--- config.mk ---
export PLATFORM = sky130hd
export DESIGN_NAME = odt_timer
export DESIGN_NICKNAME = d
export VERILOG_FILES = /design/src/logic/odt_pkg.sv /design/src/logic/odt_timer.sv /design/src/logic/odt_tick_div.sv
export VERILOG_INCLUDE_DIRS = /design/src /design/src/logic
export SDC_FILE = /design/constraint.sdc
export NUM_CORES = 1
export LEC_CHECK = 0
export ABC_CLOCK_PERIOD_IN_PS = 6200
export BUFFER_PORTS_ARGS = -buffer_cell sky130_fd_sc_hd__buf_2
export CAP_MARGIN = 0
export CORE_ASPECT_RATIO = 1.1
export CORE_MARGIN = 8
export CORE_UTILIZATION = 40
export CTS_CLUSTER_SIZE = 12
export DETAILED_ROUTE_END_ITERATION = 10
export PLACE_DENSITY = 0.66
export SYNTH_ARGS = -nofsm -noshare
export SYNTH_HDL_FRONTEND = slang
export SYNTH_SLANG_ARGS = --single-unit
--- constraint.sdc ---
create_clock -name clk -period 6.2 [get_ports clk]
set_input_delay 0.62 -clock clk [delete_from_list [all_inputs] [get_ports clk]]
set_output_delay 0.62 -clock clk [all_outputs]
set_load 0.05 [all_outputs]
--- src/logic/odt_cfg.svh ---
// Purpose: Constants for the on-delay count-down timer
// Assumes: 125 MHz system clock
// Notes:   Offsets are word indices on the plain register port
`ifndef ODT_CFG_SVH
`define ODT_CFG_SVH

`define ODT_CLK_PERIOD_NS  8
`define ODT_TIME_1MS_NS    1000000
`define ODT_MS_CYCLES      (`ODT_TIME_1MS_NS / `ODT_CLK_PERIOD_NS)
`define ODT_DECADE         10

`define ODT_ADDR_CTRL      4'h0
`define ODT_ADDR_PRESET    4'h1
`define ODT_ADDR_CURRENT   4'h2
`define ODT_ADDR_FLAGS     4'h3

`define ODT_CTRL_UNIT_LSB  0
`define ODT_CTRL_UNIT_MSB  1
`define ODT_CTRL_SRC_BIT   2

`define ODT_FLAG_OUT_MEM   0
`define ODT_FLAG_OUT_PIN   1
`define ODT_FLAG_RUN_MEM   2
`define ODT_FLAG_IDX_OK    3
`define ODT_FLAG_IDX_LSB   8
`define ODT_FLAG_IDX_MSB   15

`define ODT_CTRL_RST       16'h0000
`define ODT_PRESET_RST     16'h0000
`define ODT_ZERO16         16'h0000

`define ODT_MAX_INDEX      199
`define ODT_MAX_INDEX_SML  99

`endif

--- src/logic/odt_pkg.sv ---
// Purpose: Types for the on-delay count-down timer
// Assumes: Constants come from odt_cfg.svh
// Notes:   None
package odt_pkg;

  typedef enum logic [1:0] {
    ODT_UNIT_1S    = 2'b00,
    ODT_UNIT_100MS = 2'b01,
    ODT_UNIT_10MS  = 2'b10,
    ODT_UNIT_1MS   = 2'b11
  } odt_unit_e;

  typedef enum logic [1:0] {
    ODT_ST_IDLE    = 2'b00,
    ODT_ST_COUNT   = 2'b01,
    ODT_ST_EXPIRED = 2'b10
  } odt_state_e;

endpackage : odt_pkg

--- src/logic/odt_timer.sv ---
// Purpose: On-delay count-down timer with scan-based input and output memory
// Assumes: scan_end and fb_exec are one-cycle strobes from the scan sequencer
// Notes:   Timer state is evaluated only on fb_exec; pins move only on scan_end
//
// The strobed register port and the placing of the registers were left to the implementer.
`timescale 1ns/10ps
`include "odt_cfg.svh"

// Contract
// - Decrement current value per tick while running
// - At zero, stop and assert output
// - Hold zero and output while run stays on
// - Run off loads preset, output off
// - Output follows current value equal zero; code keeps it off while idle, even at zero
// - Preset 0..65535 from constant or register
// - Four tick units: 1s,100ms,10ms,1ms
// - Unique ascending instance index, 200 or 100
// - Own free-running 16-bit reference tick counter
// - Early error one unit, lag one scan
// - Run input sampled only at scan end
// - Output pin updated only at scan end
// - Output pin lags memory under one scan
// - Overall error three scans late at most
// - No retention; restart from initial state
// - Preset change waits for run off; zero expires
module odt_timer #(
  parameter int unsigned  TICK_MS_CYCLES = `ODT_MS_CYCLES,
  parameter int unsigned  TIMER_INDEX    = 0,
  parameter bit           SMALL_VARIANT  = 1'b0,
  parameter logic [15:0]  PRESET_CONST   = 16'h0000
) (
  input  wire logic        clk,
  input  wire logic        sys_rst,
  input  wire logic        run_input_pin,
  input  wire logic        scan_end,
  input  wire logic        fb_exec,
  output logic             timer_out_pin,
  output logic [15:0]      current_value,
  input  wire logic [3:0]  reg_addr,
  input  wire logic [15:0] reg_wdata,
  input  wire logic        reg_wr,
  input  wire logic        reg_rd,
  output logic [15:0]      reg_rdata
);

  // Instance index, clamped to the legal range of the variant
  localparam int unsigned MAX_IDX = SMALL_VARIANT ? `ODT_MAX_INDEX_SML : `ODT_MAX_INDEX;
  localparam logic [7:0]  IDX     = 8'((TIMER_INDEX > MAX_IDX) ? MAX_IDX : TIMER_INDEX);
  localparam logic        IDX_OK  = (TIMER_INDEX <= MAX_IDX);

  // ---------------- Tick dividers ----------------
  logic tick_1ms;
  logic tick_10ms;
  logic tick_100ms;
  logic tick_1s;

  odt_tick_div #(
    .W   (17),
    .DIV (17'(TICK_MS_CYCLES))
  ) u_div_ms (
    .clk     (clk),
    .sys_rst (sys_rst),
    .step_in (1'b1),
    .tick_q  (tick_1ms)
  );

  odt_tick_div #(
    .W   (4),
    .DIV (4'(`ODT_DECADE))
  ) u_div_10ms (
    .clk     (clk),
    .sys_rst (sys_rst),
    .step_in (tick_1ms),
    .tick_q  (tick_10ms)
  );

  odt_tick_div #(
    .W   (4),
    .DIV (4'(`ODT_DECADE))
  ) u_div_100ms (
    .clk     (clk),
    .sys_rst (sys_rst),
    .step_in (tick_10ms),
    .tick_q  (tick_100ms)
  );

  odt_tick_div #(
    .W   (4),
    .DIV (4'(`ODT_DECADE))
  ) u_div_1s (
    .clk     (clk),
    .sys_rst (sys_rst),
    .step_in (tick_100ms),
    .tick_q  (tick_1s)
  );

  // ---------------- Register file ----------------
  logic [15:0]        ctrl_q;
  logic [15:0]        ctrl_d;
  logic [15:0]        preset_reg_q;
  logic [15:0]        preset_reg_d;
  logic [15:0]        rdata_q;
  logic [15:0]        rdata_d;
  odt_pkg::odt_unit_e unit_sel;
  logic               preset_from_reg;
  logic [15:0]        preset_live;

  // Forward declarations for status reads
  logic        run_mem_q;
  logic        out_pin_q;
  logic        out_mem_q;
  logic [15:0] cur_q;

  assign unit_sel        = odt_pkg::odt_unit_e'(ctrl_q[`ODT_CTRL_UNIT_MSB:`ODT_CTRL_UNIT_LSB]);
  assign preset_from_reg = ctrl_q[`ODT_CTRL_SRC_BIT];
  assign preset_live     = preset_from_reg ? preset_reg_q : PRESET_CONST;

  always_comb begin
    ctrl_d       = ctrl_q;
    preset_reg_d = preset_reg_q;
    rdata_d      = `ODT_ZERO16;
    if (reg_wr) begin
      unique case (reg_addr)
        `ODT_ADDR_CTRL: begin
          ctrl_d = {13'h0000, reg_wdata[2:0]};
        end
        `ODT_ADDR_PRESET: begin
          preset_reg_d = reg_wdata;
        end
        default: begin
        end
      endcase
    end
    if (reg_rd) begin
      unique case (reg_addr)
        `ODT_ADDR_CTRL: begin
          rdata_d = ctrl_q;
        end
        `ODT_ADDR_PRESET: begin
          rdata_d = preset_reg_q;
        end
        `ODT_ADDR_CURRENT: begin
          rdata_d = cur_q;
        end
        `ODT_ADDR_FLAGS: begin
          rdata_d[`ODT_FLAG_OUT_MEM]                    = out_mem_q;
          rdata_d[`ODT_FLAG_OUT_PIN]                    = out_pin_q;
          rdata_d[`ODT_FLAG_RUN_MEM]                    = run_mem_q;
          rdata_d[`ODT_FLAG_IDX_OK]                     = IDX_OK;
          rdata_d[`ODT_FLAG_IDX_MSB:`ODT_FLAG_IDX_LSB] = IDX;
        end
        default: begin
          rdata_d = `ODT_ZERO16;
        end
      endcase
    end
  end

  always_ff @(posedge clk) begin
    if (sys_rst) begin
      ctrl_q       <= `ODT_CTRL_RST;
      preset_reg_q <= `ODT_PRESET_RST;
      rdata_q      <= `ODT_ZERO16;
    end else begin
      ctrl_q       <= ctrl_d;
      preset_reg_q <= preset_reg_d;
      rdata_q      <= rdata_d;
    end
  end

  assign reg_rdata = rdata_q;

  // ---------------- Reference tick counter ----------------
  logic        sel_tick;
  logic [15:0] ref_q;
  logic [15:0] ref_d;

  always_comb begin
    unique case (unit_sel)
      odt_pkg::ODT_UNIT_1S:    sel_tick = tick_1s;
      odt_pkg::ODT_UNIT_100MS: sel_tick = tick_100ms;
      odt_pkg::ODT_UNIT_10MS:  sel_tick = tick_10ms;
      odt_pkg::ODT_UNIT_1MS:   sel_tick = tick_1ms;
    endcase
  end

  // Runs regardless of timer evaluation, so tick phase is unrelated to fb_exec
  always_comb begin
    ref_d = sel_tick ? ref_q + 16'h0001 : ref_q;
  end

  always_ff @(posedge clk) begin
    if (sys_rst) begin
      ref_q <= `ODT_ZERO16;
    end else begin
      ref_q <= ref_d;
    end
  end

  // ---------------- Input and output memory ----------------
  logic run_s1_q;
  logic run_s2_q;
  logic run_mem_d;
  logic out_pin_d;

  always_comb begin
    run_mem_d = scan_end ? run_s2_q : run_mem_q;
    out_pin_d = scan_end ? out_mem_q : out_pin_q;
  end

  always_ff @(posedge clk) begin
    if (sys_rst) begin
      run_s1_q  <= 1'b0;
      run_s2_q  <= 1'b0;
      run_mem_q <= 1'b0;
      out_pin_q <= 1'b0;
    end else begin
      run_s1_q  <= run_input_pin;
      run_s2_q  <= run_s1_q;
      run_mem_q <= run_mem_d;
      out_pin_q <= out_pin_d;
    end
  end

  assign timer_out_pin = out_pin_q;

  // ---------------- Timer evaluation ----------------
  odt_pkg::odt_state_e state_q;
  odt_pkg::odt_state_e state_d;
  logic [15:0]         cur_d;
  logic [15:0]         last_ref_q;
  logic [15:0]         last_ref_d;
  logic                out_mem_d;
  logic [15:0]         delta;

  // Ticks since the last evaluation; wraps with the reference counter
  assign delta = ref_q - last_ref_q;

  always_comb begin
    state_d    = state_q;
    cur_d      = cur_q;
    last_ref_d = last_ref_q;
    if (fb_exec) begin
      last_ref_d = ref_q;
      unique case (state_q)
        odt_pkg::ODT_ST_IDLE: begin
          cur_d = preset_live;
          if (run_mem_q) begin
            if (preset_live == `ODT_ZERO16) begin
              state_d = odt_pkg::ODT_ST_EXPIRED;
            end else begin
              state_d = odt_pkg::ODT_ST_COUNT;
            end
          end
        end
        odt_pkg::ODT_ST_COUNT: begin
          if (!run_mem_q) begin
            state_d = odt_pkg::ODT_ST_IDLE;
            cur_d   = preset_live;
          end else if (preset_live == `ODT_ZERO16) begin
            state_d = odt_pkg::ODT_ST_EXPIRED;
            cur_d   = `ODT_ZERO16;
          end else if (delta >= cur_q) begin
            state_d = odt_pkg::ODT_ST_EXPIRED;
            cur_d   = `ODT_ZERO16;
          end else begin
            cur_d = cur_q - delta;
          end
        end
        odt_pkg::ODT_ST_EXPIRED: begin
          if (!run_mem_q) begin
            state_d = odt_pkg::ODT_ST_IDLE;
            cur_d   = preset_live;
          end else begin
            cur_d = `ODT_ZERO16;
          end
        end
        default: begin
          state_d = odt_pkg::ODT_ST_IDLE;
          cur_d   = preset_live;
        end
      endcase
    end
    // Output off whenever the timer is idle, else it tracks a zero value
    out_mem_d = (state_d != odt_pkg::ODT_ST_IDLE) && (cur_d == `ODT_ZERO16);
  end

  always_ff @(posedge clk) begin
    if (sys_rst) begin
      state_q    <= odt_pkg::ODT_ST_IDLE;
      cur_q      <= `ODT_ZERO16;
      last_ref_q <= `ODT_ZERO16;
      out_mem_q  <= 1'b0;
    end else begin
      state_q    <= state_d;
      cur_q      <= cur_d;
      last_ref_q <= last_ref_d;
      out_mem_q  <= out_mem_d;
    end
  end

  assign current_value = cur_q;

endmodule : odt_timer

--- src/logic/odt_tick_div.sv ---
// Purpose: Divide an input strobe into a one-cycle tick
// Assumes: step_in is a one-cycle strobe on clk
// Notes:   Tick is registered, one cycle after the last step
`timescale 1ns/10ps
module odt_tick_div #(
  parameter int unsigned   W   = 4,
  parameter logic [W-1:0]  DIV = W'(10)
) (
  input  wire logic clk,
  input  wire logic sys_rst,
  input  wire logic step_in,
  output logic      tick_q
);

  logic [W-1:0] cnt_q;
  logic [W-1:0] cnt_d;
  logic         tick_d;

  always_comb begin
    cnt_d  = cnt_q;
    tick_d = 1'b0;
    if (step_in) begin
      if (cnt_q == DIV - W'(1)) begin
        cnt_d  = '0;
        tick_d = 1'b1;
      end else begin
        cnt_d = cnt_q + W'(1);
      end
    end
  end

  always_ff @(posedge clk) begin
    if (sys_rst) begin
      cnt_q  <= '0;
      tick_q <= 1'b0;
    end else begin
      cnt_q  <= cnt_d;
      tick_q <= tick_d;
    end
  end

endmodule : odt_tick_div

==> impl_metrics.tcl <==
set metrics [dict create \
    async_flop_share 0 \
    fin_hold_ws_ns 0.423 \
    areaGrowthSynthToFinish_pct 15.2 \
    ys_warn_count 0 \
    min_path_cells 2 \
    rr_endpoint "out_mem_q$_SDFF_PP0_" \
    htreeDepth 4 \
    synth_cell_types 68 \
    max_freq_mhz 207 \
    hold_path_class "in -> reg" \
    outcome "completed" \
    p_leak_nw 3.05 \
    rsz0062_at_grt "false" \
    synth_top_area_frac 0.370 \
    cap_viol_max_count 0 \
    clk_pin_slew_ns 0.06 \
    cts_resized 0 \
    firstDrtPassIters 4 \
    drive_above_1_share 0.136 \
    hold_viol_final 0 \
    ys_seq_elements 123 \
    fin_worst_skew_ns 0.00840 \
    avgSynthCellArea_um2 8.32 \
    clockBufferDepth 2 \
    grtUsageMet3 0.0404 \
    start_util 0.408 \
    tightest_slew_ns 1.22 \
    io_buffers 59 \
    dp_hpwl_mm 11.6 \
    r2r_slack_ns 1.37 \
    cp_max_fo 7 \
    finalNetCount 915 \
    cts-root-buf "clkbuf_16" \
    slew_violations 0 \
    hold_end "run_s1_q$_SDFF_PP0_" \
    crit_arrival_ns 5.13 \
    fin_crit_ns 4.83 \
    route.detailed.drc 0 \
    yosys.area.top_type "dfxtp_1" \
    die_h_um 151 \
    grt-busiest-layer "met2" \
    holdBufCountCts 0 \
    synth_nets 866 \
    totalWireLength_mm 16.1 \
    clock_sinks 123 \
    row_count 49 \
    antenna_found_initial 0 \
    syn_inst 800 \
    final.setup.tns_ns 0 \
    cp-start-kind "flip-flop" \
    ir_worst_vdd_mv 0.190 \
    io_pins 60 \
    yosysMostFrequentCell "dfxtp_1" \
    worst_slack_ns 1.37 \
    power.total_mw 1.91 \
    cts_tree "built" \
    pwr_density_cell_nw_per_um2 248 \
    yosys-top-cells-area "dfxtp_1 (37%), ha_1 (7.0%), nor2_1 (6.7%)" \
    cts-buffers-inserted 17 \
    slew_headroom 0.186 \
    grt_max_degree 67 \
    wl_per_cell_um 15.1 \
    antenna_left 0 \
    use_met2 0.268 \
    synthTopCellsByCount "dfxtp_1 (123), nor2_1 (118), a21oi_1 (74), nand2_1 (72), xor2_1 (39)" \
    die-area_um2 21000 \
    hp-start "run_input_pin" \
    endpoint_kind "flip-flop" \
    ys_seq_area_frac 0.370 \
    num_vias 5680 \
    fp.coreArea_um2 16300 \
    rr_startpoint "ref_q[0]$_SDFFE_PP0P_" \
    crit_required_ns 6.50 \
    place.gp.congestion 0.871 \
    post-route-period-util 0.779 \
    synthFlopType "dfxtp_1" \
    insertion_delay_ns 0.42 \
    reg2regPathDepth 20 \
    grtUsageMet1 0.190 \
    synth-edff-count 0 \
    vias_per_cell 5.33 \
    syn_area_um2 6660 \
    preCtsSetupSlack_ns 1.40 \
    critical_path_class "reg -> reg" \
    grt-ovfl-total 0 \
    grt_pass1_vias 5597 \
    grt_usage 0.160 \
    antenna_cells 0 \
    post-cts-setup-buffer-count 0 \
    die_x_um 139 \
    setup_viol 0 \
    dr.first_iter.drc_count 321 \
    grt_pass1_wl_mm 27.3 \
]
logic make-up after synthesis:
logic type / count (synthesis) / synth area share
buf+inv: 66 / 0.0383
flops: 123 / 0.370
compound gates: 171 / 0.171
simple gates: 318 / 0.230
xor+xnor: 60 / 0.0789
fa+ha+maj: 39 / 0.0755
mux: 23 / 0.0365
per-layer routing:
| metal | vias up | wire (um) | part of all wire |
|---|---|---|---|
| met5 | - | 0 | 0 |
| met2 | 130 | 7530 | 0.47 |
| met1 | 2630 | 7310 | 0.46 |
| met3 | 23 | 833 | 0.052 |
| li1 | 2897 | - | - |
| met4 | 0 | 373 | 0.023 |
worst max-delay path by stage:
stage,from,to,slack [ns]
CTS,ref_q[0]$_SDFFE_PP0P_,out_mem_q$_SDFF_PP0_,1.37
finish,ref_q[0]$_SDFFE_PP0P_,out_mem_q$_SDFF_PP0_,1.37
global placement,ref_q[0]$_SDFFE_PP0P_,out_mem_q$_SDFF_PP0_,1.48
detailed placement,ref_q[0]$_SDFFE_PP0P_,out_mem_q$_SDFF_PP0_,1.40
floorplan,ref_q[0]$_SDFFE_PP0P_,out_mem_q$_SDFF_PP0_,1.96
global route,ref_q[0]$_SDFFE_PP0P_,out_mem_q$_SDFF_PP0_,1.01
final cells by class:
cell class	count	area, um^2
fillers	1595	8640
flip-flops and latches	123	2460
repair buffers	62	318
multi-input cells	611	3950
well taps	204	255
clock inverters	9	92.6
inverters	34	128
clock buffers	22	464
stage by stage:
stage	utilization	std cells	cell area (um^2)
after floorplan	-	800	6660
after global placement	0.436	1034	7120
after detailed placement	0.436	1034	7120
after CTS	0.470	1065	7670
after global routing	0.470	1065	7670
final	0.470	1065	7670
flip-flops by register name, summed over array words and instances (netlist names):
name / flops
u_div_ms.tick_q: 1
u_div_100ms.cnt_q: 4
run_mem_q: 1
timer_out_pin: 1
run_s2_q: 1
state_q: 2
last_ref_q: 16
u_div_ms.cnt_q: 17
u_div_1s.cnt_q: 4
ref_q: 16
out_mem_q: 1
u_div_100ms.tick_q: 1
run_s1_q: 1
current_value: 16
ctrl_q: 3
u_div_10ms.cnt_q: 4
u_div_10ms.tick_q: 1
u_div_1s.tick_q: 1
reg_rdata: 16
preset_reg_q: 16
cells in the final DEF (no fill, tap or decap), types with 3 or more instances in the layout:
cell type and count:
xnor2_1 21, mux2i_1 22, a31oi_1 3, buf_2 59
nor3b_1 4, o21bai_1 4, ha_1 37, clkinv_4 4
nand2_1 72, a211oi_1 7, a211oi_2 3, nor4b_1 3
o21ai_1 3, clkbuf_16 17, nor3_1 15, dfxtp_1 123
inv_1 34, or3_1 5, nor4_1 6, o2111ai_1 3
a22oi_1 15, o21ai_0 23, and3_1 8, a21o_1 6
xor2_1 39, nand4_1 5, nor2_1 118, nor2b_1 24
a21oi_1 74, or2_2 3, nand2b_1 7, nand3_1 31
o211ai_1 3, clkbuf_1 3, o21a_1 4, buf_4 3
clkinvlp_4 3
critical path, cell delays in order, from the launching register on:
cell      delay [ns]
dfxtp_1         0.39
inv_1           0.06
ha_1            0.22
fa_1            0.41
nor2b_1         0.12
o21ai_0         0.10
a21oi_1         0.18
o21ai_0         0.14
a211oi_1        0.32
o31ai_1         0.16
o21bai_1        0.14
a21oi_1         0.09
xor2_1          0.16
ha_1            0.35
nand4_1         0.21
o211a_1         0.32
a211oi_2        0.58
nand3_4         0.22
o31ai_2         0.35
a2111o_1        0.15
nor4_2          0.04
power breakdown:
part           switching [mW]  internal, mW
clock                   0.362         0.571
combinational           0.104        0.0593
sequential             0.0106         0.799
(Power assumes the default switching activity.)
